### src/clkg_pkg.sv
// clkg_pkg: offsets, field positions, reset values and counts of the
// clock generator control block; shared by the design and its bench.
package clkg_pkg;
    // register byte offsets
    localparam logic [7:0] OFF_OSC_CTRL = 8'h00;
    localparam logic [7:0] OFF_FREQ_MEAS = 8'h04;
    localparam logic [7:0] OFF_SYNTH_CFG = 8'h08;
    localparam logic [7:0] OFF_PWR_STATUS = 8'h0C;
    localparam logic [7:0] OFF_IRQ_MASK = 8'h10;
    // osc_control_reg fields
    localparam int OSC_EN_POS = 0;
    localparam int OSC_BYP_POS = 1;
    localparam int OSC_CNT_LSB = 8;
    localparam int OSC_CNT_W = 8;
    // freq_measure_reg fields
    localparam int TALLY_W = 16;
    localparam int MEAS_DONE_POS = 16;
    // synth_config_reg fields
    localparam int DIV_LSB = 0;
    localparam int DIV_W = 8;
    localparam int SETTLE_LSB = 8;
    localparam int SETTLE_W = 6;
    localparam int MUL_LSB = 16;
    localparam int MUL_W = 11;
    // power_status_reg and power_irq_mask_reg fields
    localparam int ST_OSC_POS = 0;
    localparam int ST_PLL_POS = 2;
    // timing counts
    localparam logic [2:0] OSC_PRESCALE_LAST = 3'h7;
    localparam logic [4:0] MEAS_SLOW_PERIODS = 5'h10;
    // reset values
    localparam logic [31:0] OSC_CTRL_RST = 32'h0000_0000;
    localparam logic [31:0] SYNTH_CFG_RST = 32'h0000_0000;
    // frequency measurement states
    typedef enum logic [1:0] {
        MEAS_IDLE = 2'b00,
        MEAS_ARM = 2'b01,
        MEAS_RUN = 2'b10,
        MEAS_DONE = 2'b11
    } clkg_meas_e;
endpackage

### src/clkg_top.sv
// clkg_top: clock generator control, main oscillator and pll sequencing
// assumes slow and main clock levels arrive synchronous to MCLK_I and
// run well below half its rate; classic wishbone slave, 32-bit data
`timescale 1ns/1ns
module clkg_top
    import clkg_pkg::*;
(
    // clock and reset
    input wire logic MCLK_I,
    input wire logic SRST_I,
    // wishbone slave
    input wire logic WB_CYC_I,
    input wire logic WB_STB_I,
    input wire logic WB_WE_I,
    input wire logic [7:0] WB_ADR_I,
    input wire logic [3:0] WB_SEL_I,
    input wire logic [31:0] WB_DAT_I,
    output logic [31:0] WB_DAT_O,
    output logic WB_ACK_O,
    // clock levels sampled from the analog side
    input wire logic SLOW_CLOCK_I,
    input wire logic MAIN_OSC_CLOCK_I,
    // analog oscillator and pll controls
    output logic OSC_ENABLE_O,
    output logic OSC_BYPASS_O,
    output logic SLOW_SELECT_O,
    output logic [DIV_W-1:0] PLL_DIV_O,
    output logic [MUL_W-1:0] PLL_MUL_O,
    output logic PLL_POWER_DOWN_O,
    output logic PLL_OUT_LOW_O,
    // interrupt
    output logic IRQ_O
);
    logic [31:0] osc_ctrl_reg;
    logic [31:0] synth_cfg_reg;
    logic [2:0] irq_mask_reg;
    logic osc_stable_reg;
    logic pll_settled_reg;
    logic ack_reg;
    logic [31:0] rdat_reg;
    logic slow_d_reg;
    logic main_d_reg;
    logic slow_rise;
    logic slow_fall;
    logic main_rise;
    logic wr_osc;
    logic wr_synth;
    logic wr_mask;
    logic [31:0] osc_next;
    logic [31:0] synth_next;
    logic [OSC_CNT_W-1:0] osc_cnt_reg;
    logic [2:0] osc_pre_reg;
    logic osc_run_reg;
    logic osc_zero_reg;
    logic [SETTLE_W-1:0] pll_cnt_reg;
    logic pll_run_reg;
    logic pll_zero_reg;
    clkg_meas_e meas_state_reg;
    logic [TALLY_W-1:0] tally_reg;
    logic [4:0] fall_cnt_reg;
    logic [31:0] rd_mux;

    // byte-lane merge of write data into a register
    function automatic logic [31:0] merge(input logic [31:0] old,
                                          input logic [31:0] nw,
                                          input logic [3:0] sel);
        logic [31:0] r;
        r = old;
        for (int i = 0; i < 4; i++) begin
            if (sel[i]) begin
                r[i*8 +: 8] = nw[i*8 +: 8];
            end
        end
        return r;
    endfunction

    // write strobes fire on the edge where ack is seen by the master
    always_comb begin
        wr_osc = 1'b0;
        wr_synth = 1'b0;
        wr_mask = 1'b0;
        if (WB_CYC_I && WB_STB_I && WB_WE_I && ack_reg) begin
            wr_osc = (WB_ADR_I == OFF_OSC_CTRL);
            wr_synth = (WB_ADR_I == OFF_SYNTH_CFG);
            wr_mask = (WB_ADR_I == OFF_IRQ_MASK);
        end
        osc_next = merge(osc_ctrl_reg, WB_DAT_I, WB_SEL_I);
        synth_next = merge(synth_cfg_reg, WB_DAT_I, WB_SEL_I);
    end

    // ack one cycle after the request, dropped the cycle after
    always_ff @(posedge MCLK_I) begin
        if (SRST_I) begin
            ack_reg <= 1'b0;
        end else begin
            ack_reg <= WB_CYC_I && WB_STB_I && !ack_reg;
        end
    end

    // read mux; unmapped offsets read zero
    always_comb begin
        rd_mux = 32'h0000_0000;
        case (WB_ADR_I)
            OFF_OSC_CTRL: rd_mux = osc_ctrl_reg;
            OFF_FREQ_MEAS: begin
                rd_mux[TALLY_W-1:0] = tally_reg;
                rd_mux[MEAS_DONE_POS] = (meas_state_reg == MEAS_DONE);
            end
            OFF_SYNTH_CFG: rd_mux = synth_cfg_reg;
            OFF_PWR_STATUS: begin
                rd_mux[ST_OSC_POS] = osc_stable_reg;
                rd_mux[ST_PLL_POS] = pll_settled_reg;
            end
            OFF_IRQ_MASK: rd_mux[2:0] = irq_mask_reg;
            default: rd_mux = 32'h0000_0000;
        endcase
    end

    // read data registered with the ack
    always_ff @(posedge MCLK_I) begin
        if (SRST_I) begin
            rdat_reg <= 32'h0000_0000;
        end else if (WB_CYC_I && WB_STB_I && !ack_reg) begin
            rdat_reg <= rd_mux;
        end
    end

    // configuration registers; divider and oscillator start cleared
    always_ff @(posedge MCLK_I) begin
        if (SRST_I) begin
            osc_ctrl_reg <= OSC_CTRL_RST;
            synth_cfg_reg <= SYNTH_CFG_RST;
            irq_mask_reg <= 3'h0;
        end else begin
            if (wr_osc) begin
                osc_ctrl_reg <= {16'h0000, osc_next[15:8], 6'h00,
                                 osc_next[1:0]};
            end
            if (wr_synth) begin
                synth_cfg_reg <= {5'h00, osc_zero(synth_next)};
            end
            if (wr_mask) begin
                irq_mask_reg <= {WB_DAT_I[ST_PLL_POS], 1'b0,
                                 WB_DAT_I[ST_OSC_POS]};
            end
        end
    end

    // keep only the defined synth fields
    function automatic logic [26:0] osc_zero(input logic [31:0] v);
        logic [26:0] r;
        r = 27'h0;
        r[MUL_LSB +: MUL_W] = v[MUL_LSB +: MUL_W];
        r[SETTLE_LSB +: SETTLE_W] = v[SETTLE_LSB +: SETTLE_W];
        r[DIV_LSB +: DIV_W] = v[DIV_LSB +: DIV_W];
        return r;
    endfunction

    // edge detection of the sampled clock levels
    always_ff @(posedge MCLK_I) begin
        if (SRST_I) begin
            slow_d_reg <= 1'b0;
            main_d_reg <= 1'b0;
        end else begin
            slow_d_reg <= SLOW_CLOCK_I;
            main_d_reg <= MAIN_OSC_CLOCK_I;
        end
    end
    assign slow_rise = SLOW_CLOCK_I && !slow_d_reg;
    assign slow_fall = !SLOW_CLOCK_I && slow_d_reg;
    assign main_rise = MAIN_OSC_CLOCK_I && !main_d_reg;

    // startup down-counter, one step per eight slow periods
    always_ff @(posedge MCLK_I) begin
        if (SRST_I) begin
            osc_cnt_reg <= '0;
            osc_pre_reg <= 3'h0;
            osc_run_reg <= 1'b0;
            osc_zero_reg <= 1'b0;
        end else begin
            osc_zero_reg <= 1'b0;
            if (wr_osc) begin
                osc_cnt_reg <= osc_next[OSC_CNT_LSB +: OSC_CNT_W];
                osc_pre_reg <= 3'h0;
                osc_run_reg <= osc_next[OSC_EN_POS];
            end else if (osc_run_reg && osc_cnt_reg == '0) begin
                osc_run_reg <= 1'b0;
                osc_zero_reg <= 1'b1;
            end else if (osc_run_reg && slow_rise) begin
                osc_pre_reg <= osc_pre_reg + 3'h1;
                if (osc_pre_reg == OSC_PRESCALE_LAST) begin
                    osc_cnt_reg <= osc_cnt_reg - OSC_CNT_W'(1);
                end
            end
        end
    end

    // oscillator stable flag; any write to the oscillator control register clears it
    always_ff @(posedge MCLK_I) begin
        if (SRST_I) begin
            osc_stable_reg <= 1'b0;
        end else if (wr_osc) begin
            osc_stable_reg <= 1'b0;
        end else if (osc_zero_reg && osc_ctrl_reg[OSC_EN_POS]) begin
            osc_stable_reg <= 1'b1;
        end
    end

    // pll settle counter, one step per slow period
    always_ff @(posedge MCLK_I) begin
        if (SRST_I) begin
            pll_cnt_reg <= '0;
            pll_run_reg <= 1'b0;
            pll_zero_reg <= 1'b0;
        end else begin
            pll_zero_reg <= 1'b0;
            if (wr_synth) begin
                pll_cnt_reg <= synth_next[SETTLE_LSB +: SETTLE_W];
                pll_run_reg <= (synth_next[MUL_LSB +: MUL_W] != '0);
            end else if (pll_run_reg && pll_cnt_reg == '0) begin
                pll_run_reg <= 1'b0;
                pll_zero_reg <= 1'b1;
            end else if (pll_run_reg && slow_rise) begin
                pll_cnt_reg <= pll_cnt_reg - SETTLE_W'(1);
            end
        end
    end

    // pll settled flag
    always_ff @(posedge MCLK_I) begin
        if (SRST_I) begin
            pll_settled_reg <= 1'b0;
        end else if (wr_synth) begin
            pll_settled_reg <= 1'b0;
        end else if (pll_zero_reg && PLL_MUL_O != '0) begin
            pll_settled_reg <= 1'b1;
        end
    end

    // main clock frequency measurement over sixteen slow periods
    always_ff @(posedge MCLK_I) begin
        if (SRST_I) begin
            meas_state_reg <= MEAS_IDLE;
            tally_reg <= '0;
            fall_cnt_reg <= 5'h00;
        end else if (!osc_stable_reg) begin
            meas_state_reg <= MEAS_IDLE;
        end else begin
            case (meas_state_reg)
                MEAS_IDLE: begin
                    tally_reg <= '0;
                    fall_cnt_reg <= 5'h00;
                    meas_state_reg <= MEAS_ARM;
                end
                MEAS_ARM: begin
                    if (slow_rise) begin
                        meas_state_reg <= MEAS_RUN;
                    end
                end
                MEAS_RUN: begin
                    if (main_rise) begin
                        tally_reg <= tally_reg + TALLY_W'(1);
                    end
                    if (slow_fall) begin
                        fall_cnt_reg <= fall_cnt_reg + 5'h01;
                        if (fall_cnt_reg + 5'h01 == MEAS_SLOW_PERIODS) begin
                            meas_state_reg <= MEAS_DONE;
                        end
                    end
                end
                MEAS_DONE: meas_state_reg <= MEAS_DONE;
                default: meas_state_reg <= MEAS_IDLE;
            endcase
        end
    end

    // outputs to the analog side and the processor
    assign WB_ACK_O = ack_reg;
    assign WB_DAT_O = rdat_reg;
    assign OSC_ENABLE_O = osc_ctrl_reg[OSC_EN_POS];
    assign OSC_BYPASS_O = osc_ctrl_reg[OSC_BYP_POS];
    assign SLOW_SELECT_O = 1'b1;
    assign PLL_DIV_O = synth_cfg_reg[DIV_LSB +: DIV_W];
    assign PLL_MUL_O = synth_cfg_reg[MUL_LSB +: MUL_W];
    assign PLL_POWER_DOWN_O = (PLL_MUL_O == '0);
    assign PLL_OUT_LOW_O = (PLL_DIV_O == '0);
    assign IRQ_O = (osc_stable_reg && irq_mask_reg[ST_OSC_POS])
        || (pll_settled_reg && irq_mask_reg[ST_PLL_POS]);
endmodule

### config.mk
export PLATFORM = sky130hd
export DESIGN_NAME = clkg_top
export DESIGN_NICKNAME = d
export VERILOG_FILES = /design/src/clkg_pkg.sv /design/src/clkg_top.sv
export SDC_FILE = /design/constraint.sdc
export NUM_CORES = 1
export LEC_CHECK = 0
export ABC_AREA = 1
export CAP_MARGIN = 20
export CORE_ASPECT_RATIO = 0.8
export CORE_UTILIZATION = 43
export DETAILED_ROUTE_END_ITERATION = 8
export DONT_BUFFER_PORTS = 1
export GPL_TIMING_DRIVEN = 0
export SLEW_MARGIN = 30
export SYNTH_ARGS = -nofsm -noshare
export SYNTH_HDL_FRONTEND = slang
export SYNTH_SLANG_ARGS = --single-unit
### constraint.sdc
create_clock -name MCLK_I -period 3.2 [get_ports MCLK_I]
set_clock_uncertainty 0.2 [all_clocks]
set_input_delay 0.64 -clock MCLK_I [delete_from_list [all_inputs] [get_ports MCLK_I]]
set_output_delay 0.64 -clock MCLK_I [all_outputs]
set_load 0.05 [all_outputs]
# == Word-level counts from Yosys, hierarchy flattened ==
# Cells that the tools add are included.
# classes
n_mux,34
reduce_logical,45
n_eq_ne,15
add_sub_neg,5
bitwise_logic,2
# ops
op,n
8-bit two-way mux,6
14-bit one-hot mux with 3 select lines,1
16-bit one-hot mux with 2 select lines,1
8-bit logical NOT,3
6-bit two-way mux,4
11-bit nonzero test,2
16-bit by 1-bit adder with 16-bit output (second input constant),1
8-bit by 4-bit == test with 1-bit output (second input constant),2
16-bit two-way mux,1
1-bit logical AND,15
2-bit inequality test (second input constant),6
3-bit AND reduction,4
2-bit nonzero test,6
11-bit logical NOT,1
1-bit two-way mux,10
10-bit two-way mux,1
5-bit one-hot mux with 2 select lines,1
8-bit by 3-bit == test with 1-bit output (second input constant),1
8-bit by 5-bit == test with 1-bit output (second input constant),1
2-bit one-hot mux with 4 select lines,1
2-bit AND reduction,4
8-bit by 1-bit subtractor with 8-bit output (second input constant),1
6-bit logical NOT,1
2-bit two-way mux,3
17 further kinds,24
# totals
output_inout_bits,58
register_bits,118
inputBits,51

# == Logic depth before layout (Yosys ltp) ==
# Gate-level depths: netlist of run 1.
# logic_depth
ltp_word,6
depth_mapped,11
ltp_nobuf,11

# == Worst setup path before layout of run 1 ==
# Ideal clock, no wire load.
# synth_timing
path_type,register -> output
start,register synth_cfg_reg[17]
end,output port PLL_POWER_DOWN_O
path_stages_with_launch,5
slack_ns,1.222
t_arrival_ns,1.138
n_path_buf,0
path_cell_list,dfxtp_1 or2_2 nor3_1 nand2_1 inv_1
# synth_between
elab_chain_cells,1
# synth_lines
element,line,source
start: declaration,clkg_top.sv:35,logic [31:0] synth_cfg_reg;
start signal: assignment,clkg_top.sv:140,"synth_cfg_reg <= {5'h00, osc_zero(synth_next)};"
11-bit logical NOT,clkg_top.sv:285,assign PLL_POWER_DOWN_O = (PLL_MUL_O == '0);
end: declaration,clkg_top.sv:29,"output logic PLL_POWER_DOWN_O,"
# Every way passes these cells.

# == Worst setup path after layout of run 1 ==
# layout_timing
start,register synth_cfg_reg[3]
end,output port PLL_OUT_LOW_O
# layout_between
elab_chain_cells,1
# layout_lines
element,line,source
8-bit logical NOT,clkg_top.sv:286,assign PLL_OUT_LOW_O = (PLL_DIV_O == '0);
end: declaration,clkg_top.sv:30,"output logic PLL_OUT_LOW_O,"
# Every way passes these cells.

==> results of run 1 <==
==> where the power goes <==
group / leakage (µW) / internal (µW) / switching (µW) / total, µW
combinational: 0.00154 / 38.8 / 107 / 146
clock: 0.000277 / 1120 / 614 / 1740
sequential: 0.000912 / 1420 / 37.4 / 1460
total: 0.00273 / 2580 / 758 / 3340
==> layout make-up <==
type                    count  area share
inverters                 103      0.0587
clock buffers              22      0.0733
multi-input cells         575       0.431
well taps                 175      0.0332
plain buffers              50      0.0523
flip-flops and latches    113       0.342
clock inverters             7     0.00909
==> synthesized netlist by cell type (7+ instances only) <==
master	count	area (µm²)
nand2_1	185	694
dfxtp_1	113	2260
ha_1	8	100
o22ai_1	15	93.8
o21ai_0	86	430
inv_2	11	41.3
nand2_4	7	78.8
nand3_1	57	285
nand2_2	10	62.6
clkbuf_1	8	30.0
nor3_1	9	45.0
inv_1	90	338
buf_2	8	40.0
nand4_1	8	50.1
a21oi_1	56	280
buf_4	26	195
nor2_1	86	323
==> layer usage <==
| layer | track usage | up-vias | routed length, µm |
|---|---|---|---|
| met2 | 0.373 | 191 | 6980 |
| met5 | 0 | - | 0 |
| met1 | 0.314 | 2483 | 7480 |
| met3 | 0.0868 | 21 | 1350 |
| met4 | 0.0772 | 0 | 223 |
| li1 | - | 2723 | - |
==> kinds of logic after synthesis <==
| kind of cell | count (synthesis) |
|---|---|
| buffers and inverters | 153 |
| adder cells (fa/ha/maj) | 8 |
| other | 2 |
| XOR/XNOR | 7 |
| AND/OR/NAND/NOR | 382 |
| AO/OA/AOI/OAI | 172 |
| flip-flops | 113 |
==> metrics by stage <==
stage | hold slack [ns] | util | setup WS (ns) | instances
after floorplan | 0.237 | - | 1.22 | 841
after global placement | 0.253 | 0.464 | 1.05 | 1016
after detailed placement | 0.256 | 0.464 | 1.00 | 1016
after CTS | 0.113 | 0.506 | 0.685 | 1045
after global routing | 0.107 | 0.506 | 0.577 | 1045
final | 0.126 | 0.506 | 0.695 | 1045
==> worst min-delay path by stage <==
stage | depth (start not counted) | slack (ns) | to
2_1_floorplan | 2 | 0.24 | pll_settled_reg
3_3_place_gp | 2 | 0.25 | pll_settled_reg
3_5_place_dp | 2 | 0.26 | pll_settled_reg
4_1_cts | 2 | 0.11 | main_d_reg
5_1_grt | 2 | 0.11 | main_d_reg
6_report | 2 | 0.13 | main_d_reg
==> cells in the final DEF (no fill, tap or decap), types with 11 or more instances in the layout <==
cell and instances:
a21oi_1 56, buf_4 26, clkbuf_16 17, dfxtp_1 113
inv_1 90, inv_2 11, nand2_1 185, nand3_1 57
nor2_1 86, o21ai_0 86, o22ai_1 15
==> results by group, run 1 <==
Run status
  • Status: completed

Power
  • Leakage: between 0.002 and 0.003 µW
  • Overall power: around 3300 µW
  • PwrDens: around 510 nW/µm²
  • Worst vdd ir: approximately 0.00036 V

Synth
  • Synth cell types: 44
  • Syn Inst Count: between 800 and 900
  • Seq/Total Area, Yosys: 0.388
  • Simple-Gate Fraction of Synth Area: 0.298
  • Mapped Area: slightly below 6000 µm²
  • Largest family of logic cells by synthesized area: simple AND/OR/NAND/NOR gates
  • Mean post-synth cell area: between 6 and 7 µm²
  • Yosys reg bits: between 100 and 150
  • EDFF count, synth: 0
  • Post-Synth XOR/XNOR Area: 0.0105
  • Async set or reset register ratio after synthesis: 0
  • Adder-Cell Fraction of Synth Area: 0.0172
  • Synth warn: 0
  • Mux contribution to synthesized area: 0
  • Compound-Gate Fraction of Synth Area: 0.159
  • Synth Flop Type: dfxtp_1

Worst setup path
  • CP Max Fanout: 3
  • Worst R2R Path Depth: 7
  • Crit start category: flop
  • FF-to-FF setup slack: approximately 1 ns
  • CP Buf/Inv Count: 1
  • Setup crit start: synth_cfg_reg[3]
  • Crit path max-delay family: simple AND/OR/NAND/NOR gates
  • CP max stage delay: roughly 0.70 ns
  • Critical path arrival: 1.67 ns
  • FF-to-FF Start: WB_ACK_O
  • Reg2reg end: synth_cfg_reg[12]
  • Ordered cell list for the critical path: inv_1, nand4_1, nor2_1
  • CP Depth: 3
  • CP Capture Type: output port
  • Critical Path RT: between 2 and 2.5 ns
  • CP endpoint: PLL_OUT_LOW_O
  • Class of the most critical setup path: flop to output port
  • Slowest stage cell, crit path: nor2_1

Drt
  • DRC Markers: 0
  • Drt first-iter violations: 369
  • DR pass1 iterations: 5
  • Vias per cell: between 5 and 6
  • Routed WL: 16.0 mm
  • Drt wl/cell: ~15 µm
  • Via count: 5,418
  • Routed Antenna Nets: 0

Timing
  • Fin crit share: 0.783
  • Post-layout min period: 2.51 ns
  • Peak Freq: 399 MHz
  • Slew HR: 0.404
  • Final Hold Vio Count: 0
  • Final setup violation count: 0
  • TNS Setup: 0 ns
  • RSZ-0062 raised after global routing: false
  • Slew Limit Fails: 0
  • Least-Margin Pin Slew: ~0.89 ns

Cells and area
  • FF/Latch Area: 2260 µm²
  • Multi-input gate area: 2850 µm²
  • Max FFs per register: 27
  • Layout Nets: 919
  • Layout cell share with drive strength beyond 1: 0.138
  • Post-Layout Inst Area: 6610 µm²
  • # fillers: ~1,300
  • Layout area overhead: 13.4%
  • Antenna diodes: 0

Clocking
  • Worst-Skew Late Latency: 0.42 ns
  • Post-CTS Hold Buffers: 0
  • CTS Buffer Depth: 2
  • CTS tree: built
  • H-tree depth: 4
  • Setup Fix Bufs, Post-CTS: 0
  • Clk sink count: about 110
  • CTS clk-pin slew, worst paths: about 0.050 ns
  • TritonCTS Buffers: 17
  • Resize count post-CTS: 0
  • Clock Tree Root: clkbuf_16

Floorplan
  • Initial core utilization: 0.446
  • Die width: around 130 µm
  • I/O pins: 109
  • Num rows: 37
  • Die Height: between 100 and 150 µm
  • CORE AREA: approximately 13,000 µm²
  • Die area: about 14,000 µm²

Flow run
  • MaxCap Viol Count: 0

Placed design
  • I/O Buffers: 0
  • DPL Wire Length: 12.3 mm
  • Post-DP Area: between 6000 and 7000 µm²
  • RD Place Congestion: 0.969

Global routing
  • Global-route wire length before repair: approximately 26 mm
  • Number of global-route vias before repair: roughly 5,000
  • Initial antenna violation count: 0
  • Remaining Overflow, GRT: 0
  • Largest net degree at the start of global routing: 17
  • GRT Total Usage: 0.242

Min path
  • Hold/Removal Path Class: input port to flop
  • Hold path start: MAIN_OSC_CLOCK_I
Note: power is estimated with default switching activity, not from simulation.
==> inputs of run 2 (changes only) <==
==> constraint.sdc (replaced) <==
create_clock -name MCLK_I -period 2.1 [get_ports MCLK_I]
set_clock_uncertainty 0.2 [all_clocks]
set_input_delay 0.42 -clock MCLK_I [delete_from_list [all_inputs] [get_ports MCLK_I]]
set_output_delay 0.42 -clock MCLK_I [all_outputs]
set_load 0.05 [all_outputs]
==> run 2 against run 1 <==
Effect of this change: design area up 2.1%; critical path depth up 1; largest cell class unchanged; the run now ends with setup timing left; flip-flop and latch count unchanged; highest routed layer unchanged.
==> results by group, run 2 (synthesis gave the netlist of run 1 again) <==
Worst setup path
  • Ordered cell list for the critical path: or2_4, nor3_2, nand2_2, clkinvlp_4
  • CP Max Fanout: 4 (+1)
  • Critical path arrival: 1.50 ns (-0.17 ns)
  • Critical Path RT: 1.48 ns (-0.88 ns)
  • Worst R2R Path Depth: 7 (unchanged)
  • CP max stage delay: 0.33 ns (-0.37 ns)
  • Class of the most critical setup path: flop to output port
  • FF-to-FF Start: WB_ACK_O
  • CP Capture Type: output port
  • FF-to-FF setup slack: 0.11 ns (-0.90 ns)
  • Crit start category: flop
  • Slowest stage cell, crit path: dfxtp_2
  • Reg2reg end: synth_cfg_reg[12]

Timing
  • Least-Margin Pin Slew: 0.668 ns (-0.222 ns)
  • RSZ-0062 raised after global routing: true
  • Final setup violation count: 1 (+1)
  • Final Hold Vio Count: 0 (unchanged)
  • Post-layout min period: approximately 2.1 ns
  • Slew HR: 0.555 (+0.150)
  • Slew Limit Fails: 0 (unchanged)
  • Worst hold slack: 0.0199 ns (-0.106 ns)
  • Fin crit share: 1.01
  • Peak Freq: 472 MHz
  • Worst setup margin: -0.0164 ns (-0.711 ns)

Drt
  • DRC Markers: 0 (unchanged)
  • Drt wl/cell: 15.3 µm (-0.17%)
  • Routed Antenna Nets: 0 (unchanged)
  • Drt first-iter violations: 375 (+1.6%)
  • DR pass1 iterations: 5 (unchanged)
  • Routed WL: 16.2 mm (+0.89%)
  • Vias per cell: 5.20 (+0.35%)
  • Via count: 5,494 (+1.4%)

Floorplan
  • Initial core utilization: 0.446 (unchanged)
  • Die Height: 106 µm (unchanged)
  • I/O pins: 109 (unchanged)
  • Die width: 132 µm (unchanged)
  • Die area: 14,000 µm² (unchanged)
  • Num rows: 37 (unchanged)
  • CORE AREA: 13,100 µm² (unchanged)

Cells and area
  • Layout area overhead: 15.7%
  • Antenna diodes: 0 (unchanged)
  • Most common cell after layout, fill and taps aside: nand2_1
  • Post-Layout Cell Count: 1,056 (+1.1%)
  • Post-Route Utilization: 0.516 (+0.0104)
  • Layout Nets: 930 (+1.2%)
  • Post-Layout Inst Area: 6740 µm² (+2.1%)
  • Most frequent cells in the layout: nand2_1, dfxtp_1, inv_1, o21ai_0, nor2_1
  • Max FFs per register: 27 (unchanged)
  • # fillers: 1,311 (-0.91%)
  • Layout cell share with drive strength beyond 1: 0.146 (+0.00849)

Run status
  • Status: finished with violations
  • Failing checks: setup timing

Power
  • Leakage: 0.00278 µW (+1.9%)
  • PwrDens: 757 nW/µm² (+50%)
  • Worst vdd ir: 0.000549 V (+52%)

Min path
  • Endpoint, Worst Hold: synth_cfg_reg[2]
  • WHS Path Cells: 2 (unchanged)
  • Hold/Removal Path Class: input port to flop
  • Hold path start: WB_DAT_I[2]

Global routing
  • Initial antenna violation count: 0 (unchanged)
  • Largest net degree at the start of global routing: 17 (unchanged)
  • Remaining Overflow, GRT: 0 (unchanged)
  • Number of global-route vias before repair: 5,165 (+1.8%)
  • Global-route wire length before repair: 26.4 mm (+1.5%)
  • GRT Total Usage: 0.245 (+0.00324)

Clocking
  • H-tree depth: 4 (unchanged)
  • CTS tree: built
  • CTS clk-pin slew, worst paths: 0.05 ns (about the same)
  • CTS Buffer Depth: 2 (unchanged)
  • Clk sink count: 113 (unchanged)
  • TritonCTS Buffers: 17 (unchanged)
  • Clock Tree Root: clkbuf_16
  • Worst-Skew Late Latency: 0.41 ns (about the same)

Placed design
  • Post-DP Area: 6060 µm² (unchanged)
  • I/O Buffers: 0 (unchanged)
  • DPL Wire Length: 12.3 mm (unchanged)
  • Pre-CTS setup slack: -0.0564 ns (-1.06 ns)
  • Placed Cells: 1,016 (unchanged)
  • RD Place Congestion: 0.969 (unchanged)

Flow run
  • MaxCap Viol Count: 0 (unchanged)
run 2: cell types whose count changed in the layout (fill, tap and decap cells not counted), sizes merged:
cell | previous run | this run
clkinvlp | 0 | 1
inv | 101 | 100
dlygate4sd3 | 0 | 11
run 2: repair_timing:
| action | in CTS | in global routing |
|---|---|---|
| hold buffers | 11 | 0 |
| pin swaps | 1 | 1 |
| endpoints found under the hold margin | 14 | 0 |
| gates resized for setup | 10 | 1 |
| setup endpoints to repair | 17 | 2 |
| setup buffers | 0 | 0 |
run 2: worst max-delay path by stage:
stage / slack (ns) / startpoint / end
floorplan: 0.29 / WB_ACK_O / synth_cfg_reg[10]
global placement: -0.02 / WB_ACK_O / synth_cfg_reg[13]
detailed placement: -0.06 / WB_ACK_O / synth_cfg_reg[12]
CTS: 0.009 / synth_cfg_reg[23] / PLL_POWER_DOWN_O
global route: -0.07 / synth_cfg_reg[17] / PLL_POWER_DOWN_O
finish: -0.02 / synth_cfg_reg[17] / PLL_POWER_DOWN_O
run 2: per-layer routing:
layer / vias to the layer above / share of wire / GRT usage / wire length (µm)
li1: 2749 / - / - / -
met1: 2514 / 0.47 / 0.316 / 7560
met2: 205 / 0.43 / 0.379 / 7000
met3: 26 / 0.084 / 0.0868 / 1360
met4: 0 / 0.016 / 0.0797 / 255
met5: - / 0 / 0 / 0
run 2: stage by stage:
step / setup TNS (ns) / power [µW]
3_5_place_dp: -0.397 / 2480
3_3_place_gp: -0.0864 / 2480
4_1_cts: 0 / 5150
5_1_grt: -0.0697 / 5290
6_report: -0.0164 / 5110
2_1_floorplan: 0 / 2430
run 2: power breakdown:
group          internal [µW]  switching, µW  total (µW)
Sequential              2160           57.1        2220
Combinational           72.8            170         243
Clock                   1710            930        2640
Total                   3950           1160        5100
run 2: final cells by class:
type                            instances  area [µm²]  area share
Timing Repair Buffer                   11         110      0.0163
Clock inverter                          7        60.1     0.00891
Multi-Input combinational cell        575        2860       0.425
Inverter                              103         392      0.0581
Sequential cell                       113        2270       0.336
Tap cell                              175         219      0.0325
Buffer                                 50         345      0.0512
Clock buffer                           22         484      0.0718
run 2: critical path, delay by kind of cell, from the launching register on:
family,cells,cell delay [ns]
buf+inv,1,0.21
simple gates,3,0.54
flops,1,0.33
==> inputs of run 3 (changes only) <==
==> constraint.sdc (replaced) <==
create_clock -name MCLK_I -period 2.4 [get_ports MCLK_I]
set_clock_uncertainty 0.2 [all_clocks]
set_input_delay 0.48 -clock MCLK_I [delete_from_list [all_inputs] [get_ports MCLK_I]]
set_output_delay 0.48 -clock MCLK_I [all_outputs]
set_load 0.05 [all_outputs]
==> run 3 against run 2 <==
Effect of this change: the run now ends clean; register-to-register slack gained 0.11 ns; combinational power shrank 18%; count of clock-buffer cells in the layout is the same; total power shrank 13%.
==> results by group, run 3 (synthesis gave the netlist of run 1 again) <==
Worst setup path
  • Crit start category: flop
  • CP Capture Type: output port
  • Critical path arrival: 1.58 ns (+0.08 ns)
  • Setup crit start: synth_cfg_reg[17]
  • Critical Path RT: 1.72 ns (+0.24 ns)
  • CP endpoint: PLL_POWER_DOWN_O
  • Class of the most critical setup path: flop to output port
  • FF-to-FF setup slack: 0.22 ns (+0.11 ns)
  • Worst R2R Path Depth: 7 (unchanged)
  • Reg2reg end: synth_cfg_reg[10]
  • CP Max Fanout: 4 (unchanged)
  • FF-to-FF Start: WB_ACK_O

Timing
  • Slew HR: 0.552 (-0.00227)
  • Peak Freq: 443 MHz
  • Worst setup margin: 0.143 ns (+0.159 ns)
  • Final setup violation count: 0 (-1)
  • Fin crit share: 0.941
  • Final Hold Vio Count: 0 (unchanged)
  • Post-layout min period: ~2.3 ns
  • Least-Margin Pin Slew: 0.672 ns (+0.00340 ns)
  • Worst hold slack: 0.0217 ns (+0.00187 ns)
  • TNS Setup: 0 ns (+0.0164 ns)
  • RSZ-0062 raised after global routing: false
  • Slew Limit Fails: 0 (unchanged)

Global routing
  • Met1 Track Usage GR: 0.314 (-0.00297)
  • GRT Total Usage: 0.243 (-0.00219)
  • Largest net degree at the start of global routing: 17 (unchanged)
  • Grt met2 use: 0.373 (-0.00642)
  • Remaining Overflow, GRT: 0 (unchanged)
  • Global-route wire length before repair: 26.2 mm (-0.99%)
  • Initial antenna violation count: 0 (unchanged)
  • Grt peak-use layer: met2
  • Number of global-route vias before repair: 5,114 (-0.99%)
  • Met3 Usage GRT: 0.0873 (+0.000477)

Clocking
  • Clk sink count: 113 (unchanged)
  • Worst-Skew Late Latency: 0.41 ns (about the same)
  • CTS tree: built
  • Clock Tree Root: clkbuf_16
  • CTS Buffer Depth: 2 (unchanged)
  • CTS clk-pin slew, worst paths: 0.05 ns (about the same)
  • H-tree depth: 4 (unchanged)
  • Setup Fix Bufs, Post-CTS: 0 (unchanged)
  • TritonCTS Buffers: 17 (unchanged)

Power
  • Leakage: 0.00274 µW (-1.3%)
  • Overall power: 4460 µW (-13%)
  • Worst vdd ir: 0.000480 V (-13%)
  • PwrDens: 672 nW/µm² (-11%)

Drt
  • Routed Antenna Nets: 0 (unchanged)
  • Via count: 5,465 (-0.53%)
  • Drt wl/cell: 15.3 µm (about the same)
  • Routed WL: 16.0 mm (-0.83%)
  • DR pass1 iterations: 5 (unchanged)
  • Vias per cell: 5.21 (+0.23%)
  • Drt first-iter violations: 357 (-4.8%)
  • DRC Markers: 0 (unchanged)

Floorplan
  • Die Height: 106 µm (unchanged)
  • Die area: 14,000 µm² (unchanged)
  • CORE AREA: 13,100 µm² (unchanged)
  • I/O pins: 109 (unchanged)
  • Die width: 132 µm (unchanged)
  • Initial core utilization: 0.446 (unchanged)
  • Num rows: 37 (unchanged)

Cells and area
  • Layout area overhead: 14.0%
  • Layout cell share with drive strength beyond 1: 0.140 (-0.00668)
  • Most common cell after layout, fill and taps aside: nand2_1
  • Layout Nets: 922 (-0.86%)
  • Antenna diodes: 0 (unchanged)
  • Max FFs per register: 27 (unchanged)
  • # fillers: 1,322 (+0.84%)
  • Post-Route Utilization: 0.509 (-0.00767)
  • Most frequent cells in the layout: nand2_1, dfxtp_1, inv_1, o21ai_0, nor2_1

Placed design
  • I/O Buffers: 0 (unchanged)
  • RD Place Congestion: 0.969 (unchanged)
  • Pre-CTS setup slack: 0.244 ns (+0.300 ns)
  • DPL Wire Length: 12.3 mm (unchanged)

Min path
  • Hold/Removal Path Class: input port to flop

Flow run
  • MaxCap Viol Count: 0 (unchanged)

Run status
  • Status: completed
[run 3: cell types whose count changed in the layout (fill, tap and decap cells not counted), sizes merged]
cell,delta
dlygate4sd3,-8
[run 3: power breakdown]
part	internal [µW]	leakage [µW]	switching, µW
combinational	55.0	0.00155	144
clock	1500	0.000277	821
sequential	1890	0.000912	49.9
[run 3: final cells by class]
type | instances | area, µm² | share of cell area
tap | 175 | 219 | 0.0330
timing repair buffer | 3 | 30.0 | 0.00452
sequential | 113 | 2260 | 0.341
inverter | 103 | 392 | 0.0590
multi-input combinational | 575 | 2850 | 0.429
clock inverter | 7 | 60.1 | 0.00904
clock buffer | 22 | 484 | 0.0729
buffer | 50 | 345 | 0.0520
[run 3: timing repair]
| action | CTS | global route |
|---|---|---|
| hold buffers | 3 | 0 |
| endpoints found under the setup margin | 0 | 2 |
| endpoints found under the hold margin | 3 | 0 |
| gates resized for setup | 0 | 2 |
[run 3: per-stage QoR]
step	instance area (µm²)	instances
2_1_floorplan	5840	841
3_3_place_gp	6060	1016
3_5_place_dp	6060	1016
4_1_cts	6640	1048
5_1_grt	6640	1048
6_report	6640	1048
[run 3: worst max-delay path, cell delays in order (launching register included)]
cell,delay [ns]
dfxtp_1,0.34
or2_2,0.30
nor3_1,0.16
nand2_1,0.14
clkinvlp_4,0.23
[run 3: worst min path at each step]
stage	from	cells after the start	to
2_1_floorplan	pll_zero_reg	2	pll_settled_reg
3_3_place_gp	pll_zero_reg	2	pll_settled_reg
3_5_place_dp	pll_zero_reg	2	pll_settled_reg
4_1_cts	WB_SEL_I[0]	2	osc_ctrl_reg[1]
5_1_grt	WB_SEL_I[0]	2	osc_ctrl_reg[1]
6_report	WB_DAT_I[0]	2	irq_mask_reg[0]
[run 3: layer usage]
layer  part of all wire  up-vias
met1               0.46     2508
met4              0.019        0
met2               0.43      198
li1                   -     2733
met3              0.088       26
met5                  0        -
